<file path="config.mk">
export PLATFORM = sky130hd
export DESIGN_NAME = otd_core
export DESIGN_NICKNAME = d
export VERILOG_FILES = /design/src/core/otd_pkg.sv /design/src/core/otd_sync.sv /design/src/core/otd_core.sv
export SDC_FILE = /design/constraint.sdc
export NUM_CORES = 1
export LEC_CHECK = 0
export BUFFER_PORTS_ARGS = -buffer_cell sky130_fd_sc_hd__buf_4
export CORE_UTILIZATION = 35
export DETAILED_ROUTE_END_ITERATION = 10
export GPL_ROUTABILITY_DRIVEN = 0
export GPL_TIMING_DRIVEN = 0
export PLACE_DENSITY = 0.6
export SYNTH_ARGS = -nofsm -noshare
export SYNTH_HDL_FRONTEND = slang
export SYNTH_SLANG_ARGS = --single-unit
</file>
<file path="constraint.sdc">
create_clock -name ref_clk_i -period 4.93 [get_ports ref_clk_i]
set_clock_uncertainty 0.2 [all_clocks]
set_input_delay 0.493 -clock ref_clk_i [delete_from_list [all_inputs] [get_ports ref_clk_i]]
set_output_delay 0.493 -clock ref_clk_i [all_outputs]
set_load 0.02 [all_outputs]
</file>
<file path="src/core/otd_pkg.sv">
// otd_pkg: register map, field positions and reset values of the
// over-temperature output and remote diode fault block.
// assumes: imported nowhere, every use written otd_pkg::name.
package otd_pkg;

    // register offsets on the byte-wide register port
    localparam logic [7:0] ADDR_REMOTE_HI   = 8'h01;
    localparam logic [7:0] ADDR_STATUS      = 8'h02;
    localparam logic [7:0] ADDR_CONFIG      = 8'h03;
    localparam logic [7:0] ADDR_CONV_RATE   = 8'h0a;
    localparam logic [7:0] ADDR_REMOTE_LO   = 8'h10;
    localparam logic [7:0] ADDR_LIMIT_LOCAL = 8'h19;
    localparam logic [7:0] ADDR_LIMIT_REM   = 8'h20;
    localparam logic [7:0] ADDR_HYST        = 8'h21;

    // field positions
    localparam int CFG_MASK_BIT     = 7;
    localparam int STS_OT_LOCAL     = 0;
    localparam int STS_OT_REMOTE    = 1;
    localparam int STS_REMOTE_OPEN  = 2;
    localparam int STS_REMOTE_LOW   = 3;

    // channel indices
    localparam int CH_LOCAL  = 0;
    localparam int CH_REMOTE = 1;
    localparam int NUM_CH    = 2;

    // reset values
    localparam logic [7:0] RST_CONFIG    = 8'h00;
    localparam logic [7:0] RST_CONV_RATE = 8'h08;
    localparam logic [7:0] RST_LIMIT     = 8'h55;
    localparam logic [7:0] RST_HYST      = 8'h0a;
    localparam logic [7:0] RST_TEMP      = 8'h00;

    // forced readings on diode faults
    localparam logic [7:0] SHORT_HI = 8'hc0;
    localparam logic [7:0] SHORT_LO = 8'h00;
    localparam logic [7:0] OPEN_HI  = 8'h00;
    localparam logic [7:0] OPEN_LO  = 8'h00;

    // low byte keeps its fraction in the top bits only
    localparam logic [7:0] LO_FRAC_MASK = 8'he0;

endpackage

</file>
<file path="src/core/otd_sync.sv">
// otd_sync: two-flop synchroniser for a vector of independent levels.
// assumes: each bit is a slow level; no bit relation kept across bits.
`timescale 1ns/1ps
`default_nettype none
module otd_sync #(
    parameter int W = 2
) (
    // clock and reset
    input  wire logic         ref_clk_i,
    input  wire logic         rst_i,
    // levels
    input  wire logic [W-1:0] async_i,
    output logic      [W-1:0] sync_o
);

    logic [W-1:0] meta_ff;
    logic [W-1:0] sync_ff;

    always_ff @(posedge ref_clk_i or posedge rst_i) begin
        if (rst_i) begin
            meta_ff <= '0;
            sync_ff <= '0;
        end else begin
            meta_ff <= async_i;
            sync_ff <= meta_ff;
        end
    end

    assign sync_o = sync_ff;

endmodule
`default_nettype wire

</file>
<file path="src/core/otd_core.sv">
// otd_core: over-temperature output, diode fault handling and the
// register file behind the byte-wide register port.
// assumes: conversion results and conv_done_i come from same-clock
// logic; the diode fault comparators are asynchronous levels.
//
// Summary of operation
// RQ1 - drive overtemp output low when any channel exceeds its limit.
// RQ2 - hold output low until all channels drop below limit minus hysteresis.
// RQ3 - overtemp status bits set while output asserted, cleared on release.
// RQ4 - check remote diode for open or short on every conversion.
// RQ5 - on remote short assert alarm output unless mask bit set.
// RQ6 - on remote short report high byte 0xc0 and low byte 0x00.
// RQ7 - on remote short set the remote low-limit flag.
// RQ8 - open before first valid conversion reads zero degrees, sets open flag.
// RQ9 - open after that keeps the previous converted remote result.
// RQ10 - reset from supply monitor clears all volatile registers.
// RQ11 - host should run four conversions per second and average them.
// RQ12 - host should moving-average the last four per-second averages.
// RQ13 - config bit seven masks the alarm output; zero lets it assert.
// RQ14 - status register read releases the latched alarm output.
// RQ15 - comparisons and fault checks run once per finished conversion.
`timescale 1ns/1ps
`default_nettype none
module otd_core (
    // clock and reset (reset is the supply monitor output)
    input  wire logic       ref_clk_i,
    input  wire logic       rst_i,
    // conversion results
    input  wire logic       conv_done_i,
    input  wire logic [7:0] local_temp_i,
    input  wire logic [7:0] remote_hi_i,
    input  wire logic [7:0] remote_lo_i,
    // remote diode fault comparators (asynchronous)
    input  wire logic       diode_open_i,
    input  wire logic       diode_short_i,
    // register port
    input  wire logic [7:0] reg_addr_i,
    input  wire logic       reg_wr_i,
    input  wire logic       reg_rd_i,
    input  wire logic [7:0] reg_wdata_i,
    output logic      [7:0] reg_rdata_o,
    // open-drain outputs
    output logic            overtemp_output_o,
    output logic            overtemp_output_oe_o,
    output logic            alarm_o,
    output logic            alarm_oe_o
);

    logic [1:0] fault_sync;
    logic       open_s;
    logic       short_s;

    // registers
    logic [7:0] config_ff;
    logic [7:0] conv_rate_ff;
    logic [7:0] limit_ff [otd_pkg::NUM_CH];
    logic [7:0] hyst_ff;
    logic [7:0] rem_hi_ff;
    logic [7:0] rem_lo_ff;
    logic [7:0] local_ff;
    logic       seen_valid_ff;
    logic       overtemp_output_ff;
    logic [otd_pkg::NUM_CH-1:0] ot_sts_ff;
    logic       open_flag_ff;
    logic       low_flag_ff;
    logic       alarm_ff;
    logic [7:0] rdata_ff;

    logic [7:0] nxt_rem_hi;
    logic [7:0] nxt_rem_lo;
    logic       nxt_overtemp_output;
    logic [otd_pkg::NUM_CH-1:0] nxt_ot_sts;
    logic       nxt_open_flag;
    logic       nxt_low_flag;
    logic       nxt_alarm;

    otd_sync #(
        .W(2)
    ) u_sync (
        .ref_clk_i(ref_clk_i),
        .rst_i    (rst_i),
        .async_i  ({diode_short_i, diode_open_i}),
        .sync_o   (fault_sync)
    );
    assign open_s  = fault_sync[0];
    assign short_s = fault_sync[1];

    // register decode
    wire wr_cfg   = reg_wr_i && (reg_addr_i == otd_pkg::ADDR_CONFIG);
    wire wr_rate  = reg_wr_i && (reg_addr_i == otd_pkg::ADDR_CONV_RATE);
    wire wr_lim0  = reg_wr_i && (reg_addr_i == otd_pkg::ADDR_LIMIT_LOCAL);
    wire wr_lim1  = reg_wr_i && (reg_addr_i == otd_pkg::ADDR_LIMIT_REM);
    wire wr_hyst  = reg_wr_i && (reg_addr_i == otd_pkg::ADDR_HYST);
    wire rd_sts   = reg_rd_i && (reg_addr_i == otd_pkg::ADDR_STATUS);
    wire mask_on  = config_ff[otd_pkg::CFG_MASK_BIT];

    // remote result with fault overrides, checked on each conversion
    wire do_short = conv_done_i && short_s;                       // [RQ4]
    wire do_open  = conv_done_i && open_s && !short_s;            // [RQ4]
    assign nxt_rem_hi =
        do_short ? otd_pkg::SHORT_HI :                            // [RQ6]
        (do_open && !seen_valid_ff) ? otd_pkg::OPEN_HI :          // [RQ8]
        do_open ? rem_hi_ff :                                     // [RQ9]
        conv_done_i ? remote_hi_i : rem_hi_ff;
    assign nxt_rem_lo =
        do_short ? otd_pkg::SHORT_LO :                            // [RQ6]
        (do_open && !seen_valid_ff) ? otd_pkg::OPEN_LO :          // [RQ8]
        do_open ? rem_lo_ff :                                     // [RQ9]
        conv_done_i ? (remote_lo_i & otd_pkg::LO_FRAC_MASK)
                    : rem_lo_ff;

    // fresh channel values used for the comparison
    wire [7:0] ch_val [otd_pkg::NUM_CH];
    assign ch_val[otd_pkg::CH_LOCAL]  = conv_done_i ? local_temp_i
                                                    : local_ff;
    assign ch_val[otd_pkg::CH_REMOTE] = nxt_rem_hi;               // [RQ15]

    logic [otd_pkg::NUM_CH-1:0] over;
    logic [otd_pkg::NUM_CH-1:0] below;
    genvar g;
    generate
        for (g = 0; g < otd_pkg::NUM_CH; g++) begin : g_ch
            // nine bits so limit minus hysteresis wraps only below -256
            wire signed [8:0] t9 = {ch_val[g][7], ch_val[g]};
            wire signed [8:0] l9 = {limit_ff[g][7], limit_ff[g]};
            wire signed [8:0] h9 = {1'b0, hyst_ff};
            wire signed [8:0] rel9 = 9'(l9 - h9);
            assign over[g]  = (t9 > l9);                          // [RQ1]
            assign below[g] = (t9 < rel9);                        // [RQ2]
        end
    endgenerate

    // output sets on any excess, releases only once all are below
    assign nxt_overtemp_output = !conv_done_i ? overtemp_output_ff :                  // [RQ15]
                       (|over) ? 1'b1 :                           // [RQ1]
                       (&below) ? 1'b0 : overtemp_output_ff;                // [RQ2]
    // status bits follow each excess and drop only with the output
    assign nxt_ot_sts = !nxt_overtemp_output ? '0 :
                        (ot_sts_ff | (conv_done_i ? over : '0));  // [RQ3]

    // sticky fault flags: a new event wins over the read-clear
    assign nxt_open_flag = do_open || (open_flag_ff && !rd_sts);  // [RQ8]
    assign nxt_low_flag  = do_short || (low_flag_ff && !rd_sts);  // [RQ7]
    // alarm latches on short, freed by mask or status read
    assign nxt_alarm = (do_short && !mask_on) ||                  // [RQ5]
                       (alarm_ff && !mask_on && !rd_sts);         // [RQ13] [RQ14]

    wire [7:0] sts_word = {4'h0, low_flag_ff, open_flag_ff,
                           ot_sts_ff[otd_pkg::CH_REMOTE],
                           ot_sts_ff[otd_pkg::CH_LOCAL]};
    logic [7:0] rd_mux;
    always_comb begin
        case (reg_addr_i)
            otd_pkg::ADDR_REMOTE_HI:   rd_mux = rem_hi_ff;
            otd_pkg::ADDR_STATUS:      rd_mux = sts_word;
            otd_pkg::ADDR_CONFIG:      rd_mux = config_ff;
            otd_pkg::ADDR_CONV_RATE:   rd_mux = conv_rate_ff;
            otd_pkg::ADDR_REMOTE_LO:   rd_mux = rem_lo_ff;
            otd_pkg::ADDR_LIMIT_LOCAL: rd_mux = limit_ff[otd_pkg::CH_LOCAL];
            otd_pkg::ADDR_LIMIT_REM:   rd_mux = limit_ff[otd_pkg::CH_REMOTE];
            otd_pkg::ADDR_HYST:        rd_mux = hyst_ff;
            default:                   rd_mux = 8'h00;
        endcase
    end

    // every volatile register returns to its reset value
    always_ff @(posedge ref_clk_i or posedge rst_i) begin
        if (rst_i) begin                                          // [RQ10]
            config_ff     <= otd_pkg::RST_CONFIG;
            conv_rate_ff  <= otd_pkg::RST_CONV_RATE;
            limit_ff[otd_pkg::CH_LOCAL]  <= otd_pkg::RST_LIMIT;
            limit_ff[otd_pkg::CH_REMOTE] <= otd_pkg::RST_LIMIT;
            hyst_ff       <= otd_pkg::RST_HYST;
        end else begin
            if (wr_cfg)  config_ff    <= reg_wdata_i;             // [RQ13]
            if (wr_rate) conv_rate_ff <= reg_wdata_i;
            if (wr_lim0) limit_ff[otd_pkg::CH_LOCAL]  <= reg_wdata_i;
            if (wr_lim1) limit_ff[otd_pkg::CH_REMOTE] <= reg_wdata_i;
            if (wr_hyst) hyst_ff      <= reg_wdata_i;
        end
    end

    always_ff @(posedge ref_clk_i or posedge rst_i) begin
        if (rst_i) begin                                          // [RQ10]
            rem_hi_ff     <= otd_pkg::RST_TEMP;
            rem_lo_ff     <= otd_pkg::RST_TEMP;
            local_ff      <= otd_pkg::RST_TEMP;
            seen_valid_ff <= 1'b0;
            overtemp_output_ff      <= 1'b0;
            ot_sts_ff     <= '0;
            open_flag_ff  <= 1'b0;
            low_flag_ff   <= 1'b0;
            alarm_ff      <= 1'b0;
            rdata_ff      <= 8'h00;
        end else begin
            rem_hi_ff     <= nxt_rem_hi;
            rem_lo_ff     <= nxt_rem_lo;
            local_ff      <= ch_val[otd_pkg::CH_LOCAL];
            seen_valid_ff <= seen_valid_ff ||
                             (conv_done_i && !open_s && !short_s);
            overtemp_output_ff      <= nxt_overtemp_output;
            ot_sts_ff     <= nxt_ot_sts;
            open_flag_ff  <= nxt_open_flag;
            low_flag_ff   <= nxt_low_flag;
            alarm_ff      <= nxt_alarm;
            if (reg_rd_i) rdata_ff <= rd_mux;
        end
    end

    // open drain: level is always low, enable carries the state
    assign overtemp_output_o    = 1'b0;
    assign overtemp_output_oe_o = overtemp_output_ff;                       // [RQ1]
    assign alarm_o              = 1'b0;
    assign alarm_oe_o           = alarm_ff;                       // [RQ5]
    assign reg_rdata_o          = rdata_ff;

endmodule
`default_nettype wire

</file>
After elaboration in Yosys (flattened, before gate mapping)
Index checks and enable logic that the tools add are counted.

Flip-flop bits (word level): 83. Input bits: 47. Output and inout port bits: 12. Word-level logic and storage cells: 78.

$add $sub $neg: 2. Order comparisons: 4. Equality and inequality tests: 9. Multiplexer cells: 15. Bitwise logic cells: 1. Reduce and logical (&&, ||, !) cells: 30.

Operators by type and width (count): 8-bit 2-to-1 mux (9); 8-bit case mux with 8 select lines (1); 8-bit by 9-bit < comparator with 1-bit output (2); 8-bit by 9-bit subtractor with 9-bit output (2); 1-bit logical AND (17); 8-bit by 2-bit equality test with 1-bit output (second input constant) (2); 8-bit by 5-bit equality test with 1-bit output (second input constant) (2); 8-bit by 6-bit equality test with 1-bit output (second input constant) (2); 8-bit > comparator (2); 8-bit by 1-bit equality test with 1-bit output (second input constant) (1); 8-bit by 4-bit equality test with 1-bit output (second input constant) (1); 1-bit zero test (5); 1-bit logical OR (4); 2-bit 2-to-1 mux (2); 2-bit AND reduction (2); 1-bit 2-to-1 mux (3); 3-bit by 2-bit inequality test with 1-bit output (second input constant) (1); 3-bit nonzero test (1); 2-bit OR (1); 2-bit OR reduction (1).

Logic depth before layout (Yosys ltp)
Depth in word-level cells: 11. Depth in mapped cells: 16.

Hierarchy
Synthesis repeated with hierarchy kept, for this count alone.

Cell total of the unflattened synthesis: 463. Area, all modules: 4850.9 um^2.

By module, submodules not included: otd_core (times used 1, cells each 458, area an instance 4747.1 um^2, seq. area each 1865.5 um^2); otd_sync (times used 1, cells each 5, area an instance 103.8 um^2, seq. area each 100.1 um^2).

Worst setup path before layout
Ideal clock, no wire load.

Kind: register to register. From: register limit_ff (netlist bit g_ch[0].l9[0]). To: register overtemp_output_ff (netlist: overtemp_output_oe_o). Setup time: 0.124 ns. Arrival: 3.017 ns. Required time: 4.606 ns. Path slack: 1.589 ns. Stages on the path, launching flop included: 16. Buffers on the path: 0. Period minus slack after synthesis: 3.341 ns. Path through: dfstp_2 > inv_1 > ha_1 > fa_1 > nor2b_1 > o21ai_0 > a21boi_0 > o21ai_0 > a21oi_1 > xnor2_1 > ha_1 > and4_1 > o211ai_1 > a41o_1 > nand4_1 > a211o_1.

Longest elaborated chain between the ends: 6. Elaborated cells between the ends (all ways): 8. Those cells by class: 1 x add/sub; 2 x order compare; 3 x mux; 2 x reduce/logical.

RTL lines: start: declaration (RTL line otd_core.sv:56) `logic [7:0] limit_ff [otd_pkg::NUM_CH];`; start signal: indexed assignment (RTL line otd_core.sv:171) `limit_ff[otd_pkg::CH_LOCAL] <= otd_pkg::RST_LIMIT;`; start signal: indexed assignment (RTL line otd_core.sv:172) `limit_ff[otd_pkg::CH_REMOTE] <= otd_pkg::RST_LIMIT;`; start signal: indexed assignment (RTL line otd_core.sv:177) `if (wr_lim0) limit_ff[otd_pkg::CH_LOCAL] <= reg_wdata_i;`; 8-bit by 9-bit subtractor with 9-bit output (RTL line otd_core.sv:127) `wire signed [8:0] rel9 = 9'(l9 - h9);`; 8-bit by 9-bit < comparator with 1-bit output (RTL line otd_core.sv:129) `assign below[g] = (t9 < rel9);`; 2-bit AND reduction (RTL line otd_core.sv:136) `(&below) ? 1'b0 : overtemp_output_ff;`; 1-bit 2-to-1 mux (RTL line otd_core.sv:136); 1-bit 2-to-1 mux * (RTL line otd_core.sv:135) `(|over) ? 1'b1 :`; 1-bit 2-to-1 mux * (RTL line otd_core.sv:134) `assign nxt_overtemp_output = !conv_done_i ? overtemp_output_ff :`; named net nxt_overtemp_output (RTL line otd_core.sv:71) `logic nxt_overtemp_output;`; end signal: assignment (RTL line otd_core.sv:201) `overtemp_output_ff <= nxt_overtemp_output;`; end: declaration (RTL line otd_core.sv:62) `logic overtemp_output_ff;`.

Mark *: on every way through the listed nets, which the timed path passes. The rest lies on a longest branch. A chain may end at the register's enable or synchronous reset.

Final worst setup path
Same ends and word-level chain as after synthesis.

==> metrics.txt <==
GR peak layer met2; CTS resizes 0; CTS clock-pin slew for the worst setup and hold paths about 60 ps; Synth top area share between 30% and 40%; non-filler cells, final around 730; total gr overflow 0; final hold viol count 0; Yosys reg bits 78; CTS tree done; total track usage between 10% and 20%; # diodes 0; P&R area growth vs syn 19.0%; worst-path fanout max 4; Critical Path RT just under 5000 ps; Hold Crit Class input pin to register; largest net degree at the start of global routing 62; Clock Sinks between 70 and 80; outcome finished clean; die area roughly 15000 sq um; first-pass GRT wire length between 20000 and 25000 microns; setup_tns 0 ps; Die Height approximately 120 microns; 1st-iter DRT viols 222; leakage approximately 2.6 nW; leading cell type in the layout, fill and taps excluded dfrtp_1; EDFF count, synth 0; adder-cell area share of the yosys netlist 12.9%; commonest cells after routing, fill and taps aside dfrtp_1 (67), mux2_2 (51), buf_4 (51); Net Sw Power between 0.5 and 0.6 mW; GR Layer Usage met3 under 10%; minimum clock period roughly 3900 ps; hold_ws 47.4 ps; Max clock buf depth 2; maxcap violations 0; share of layout cells above drive strength 1 between 20% and 30%; CP max stage delay 570 ps; clock network power share 37.5%; Sw Ratio 29.9%; Seq pwr share a little under two fifths; Slew Viols, Final 0; top_reg_cell synth dfrtp_1; Netlist Area Pre-Place between 4000 and 5000 sq um; Die W roughly 120 microns; fmax between 0.2 and 0.3 GHz; internal power approximately 1.4 mW; GR met1 Demand/Resource about a quarter; vias in the first global route 3919; routed wire length 13500 microns; Cell Chain, Critical Path inv_1 -> ha_1 -> fa_1 -> nor2b_1 -> o21ai_0 -> a21boi_0 -> o21ai_0 -> a21oi_1 -> xnor2_1 -> ha_1 -> and4_1 -> o211ai_1 -> a41o_1 -> nand4_1 -> a211o_1; DRC viols 0; H-tree depth 3; grt met2 use between 20% and 30%; largest family of logic cells by synthesized area compound AO/OA/AOI/OAI gates; sequential element share of the synthesized area around 39%; Avg Cell Area, Syn around 10 sq um; Row Count 43; post-synthesis cell type count between 60 and 70; Syn Inst Count a little under 500; fraction of the mapped netlist area in simple logic gates between 10% and 20%; VDD IR max ~0.18 mV; # fillers around 1400; Skew-Pair Late Insertion Delay 350 ps; compound-cell area share of the yosys netlist between 10% and 20%; # nets final 641; CP Class register to register; hpwl dp 10600 microns; CP endpoint kind register; Detail Route Antenna Nets 0; Routed WL per cell between 15 and 20 microns; # IOs 59; YS warnings 0; cell count after placement a little over 700; Synth area leaders dfrtp_1 (34%), ha_1 (12%), mux2_2 (12%), dfstp_2 (5.8%), inv_1 (3.5%); Gate power share approximately a quarter; mux cell area share after synthesis 12.3%; Core Region approximately 14000 sq um; initial antenna violation count 0; total CTS buffers 9; area leader, netlist dfrtp_1; drt first pass iters 5; Initial Utilization between 30 and 40%; vias per inst roughly 5.4; Period Utilization, post-route between 70 and 80%; IO buf count between 40 and 50; critical path arrival roughly 4000 ps; Slew @ Worst Pin 922 ps; setup violators final 0; Async S/R FF share, synth between 90% and 100%; PwrDens 326 nW/um^2; total power 1.93 mW; CP Launch Type register; post-synthesis xor/xnor area fraction 2.11%; vias 3957; RSZ-0062 raised after global routing false; Critical-path top delay cell dfstp_2; Slew HR 37.7%; CTS Root Cell clkbuf_16
-- state kept, by name, indices dropped and copies added, names as in the netlist, 3 cells and up --
name          count
rem_hi_ff         8
config_ff         8
reg_rdata_o       8
hyst_ff           8
conv_rate_ff      8
local_ff          8
g_ch.l9          16
rem_lo_ff         3
-- kinds of logic (layout without fill, tap and decap cells) --
group | count (synthesis) | after routing
AND/OR/NAND/NOR | 106 | 106
buffers and inverters | 63 | 129
flip-flops | 78 | 78
adder cells (fa/ha/maj) | 50 | 50
multiplexers | 55 | 55
other | 1 | 2
XOR/XNOR | 12 | 12
AO/OA/AOI/OAI | 117 | 117
-- layer usage --
layer / vias up / routed length, microns / share of wire, %
li1: 1885 / - / -
met3: 22 / 711 / 5.3
met2: 124 / 6180 / 46
met4: 0 / 303 / 2.2
met5: - / 0 / 0
met1: 1926 / 6310 / 47
-- area by class of cell --
cell class | count | area [sq um] | share of cell area, %
clock inverter | 5 | 83.8 | 1.41
tap | 180 | 225 | 3.80
inverter | 47 | 179 | 3.02
buffer | 16 | 73.8 | 1.25
clock buffer | 11 | 233 | 3.93
multi-input combinational | 342 | 2770 | 46.7
sequential | 78 | 1970 | 33.2
timing repair buffer | 50 | 398 | 6.72
-- cell usage after synthesis (3+ instances only) --
cell and count:
a22oi_1 17, or3_1 4, buf_4 3, a21o_1 5, dfrtp_1 67, nor3_1 5, nor2b_1 10, o22ai_1 9
mux2_2 51, a21oi_1 24, nand3_1 8, nor2_1 23, inv_1 47, a311oi_1 3, clkbuf_1 9, and3_1 4
and2_1 3, a222oi_1 3, nand2_1 21, nand2b_1 6, o21ai_0 18, a22o_1 9, dfstp_2 11, xnor2_1 9
xor2_1 3, a31oi_1 5, nand4_1 4, mux2i_1 4, ha_1 48
-- per-stage QoR --
step / utilization [%] / setup WS, ps / instance area (sq um)
floorplan: - / 1590 / 4980
global placement: 40.1 / 1060 / 5570
detailed placement: 40.3 / 1020 / 5600
CTS: 42.7 / 1050 / 5920
global route: 42.7 / 792 / 5920
finish: 42.7 / 1030 / 5920
-- worst max-delay path, delay by kind of cell (launching register included) --
family | cells | cell delay [ps]
buffers and inverters | 1 | 50
AO/OA/AOI/OAI | 7 | 1400
adder cells (fa/ha/maj) | 3 | 880
AND/OR/NAND/NOR | 3 | 530
XOR/XNOR | 1 | 150
flip-flops | 1 | 570
-- final timing paths --
kind                                        start                    to  slack [ps]  cells after the start
worst max-delay path                g_ch[0].l9[0]  overtemp_output_oe_o        1030                     15
worst min-delay path                 diode_open_i     u_sync.meta_ff[0]          50                      1
max in group asynchronous                   rst_i         g_ch[1].l9[2]        3470                      4
worst min register to register  u_sync.meta_ff[0]      u_sync.sync_o[0]         150                      0
worst max register to register      g_ch[0].l9[0]  overtemp_output_oe_o        1030                     15
min in group asynchronous                   rst_i          config_ff[5]         440                      3
-- timing repair --
action                                 CTS  global route
hold buffers                             1             0
buffers inserted                         0             0
endpoints found under the hold margin   17             0
-- power by group through the flow --
stage	Combinational [mW]	Clock, mW	Sequential (mW)
2_1_floorplan	0.332	0	0.729
4_1_cts	0.476	0.736	0.732
5_1_grt	0.543	0.757	0.736
3_3_place_gp	0.446	0	0.741
3_5_place_dp	0.472	0	0.743
6_report	0.476	0.723	0.731
No activity file was read; power rests on OpenSTA's default activity.
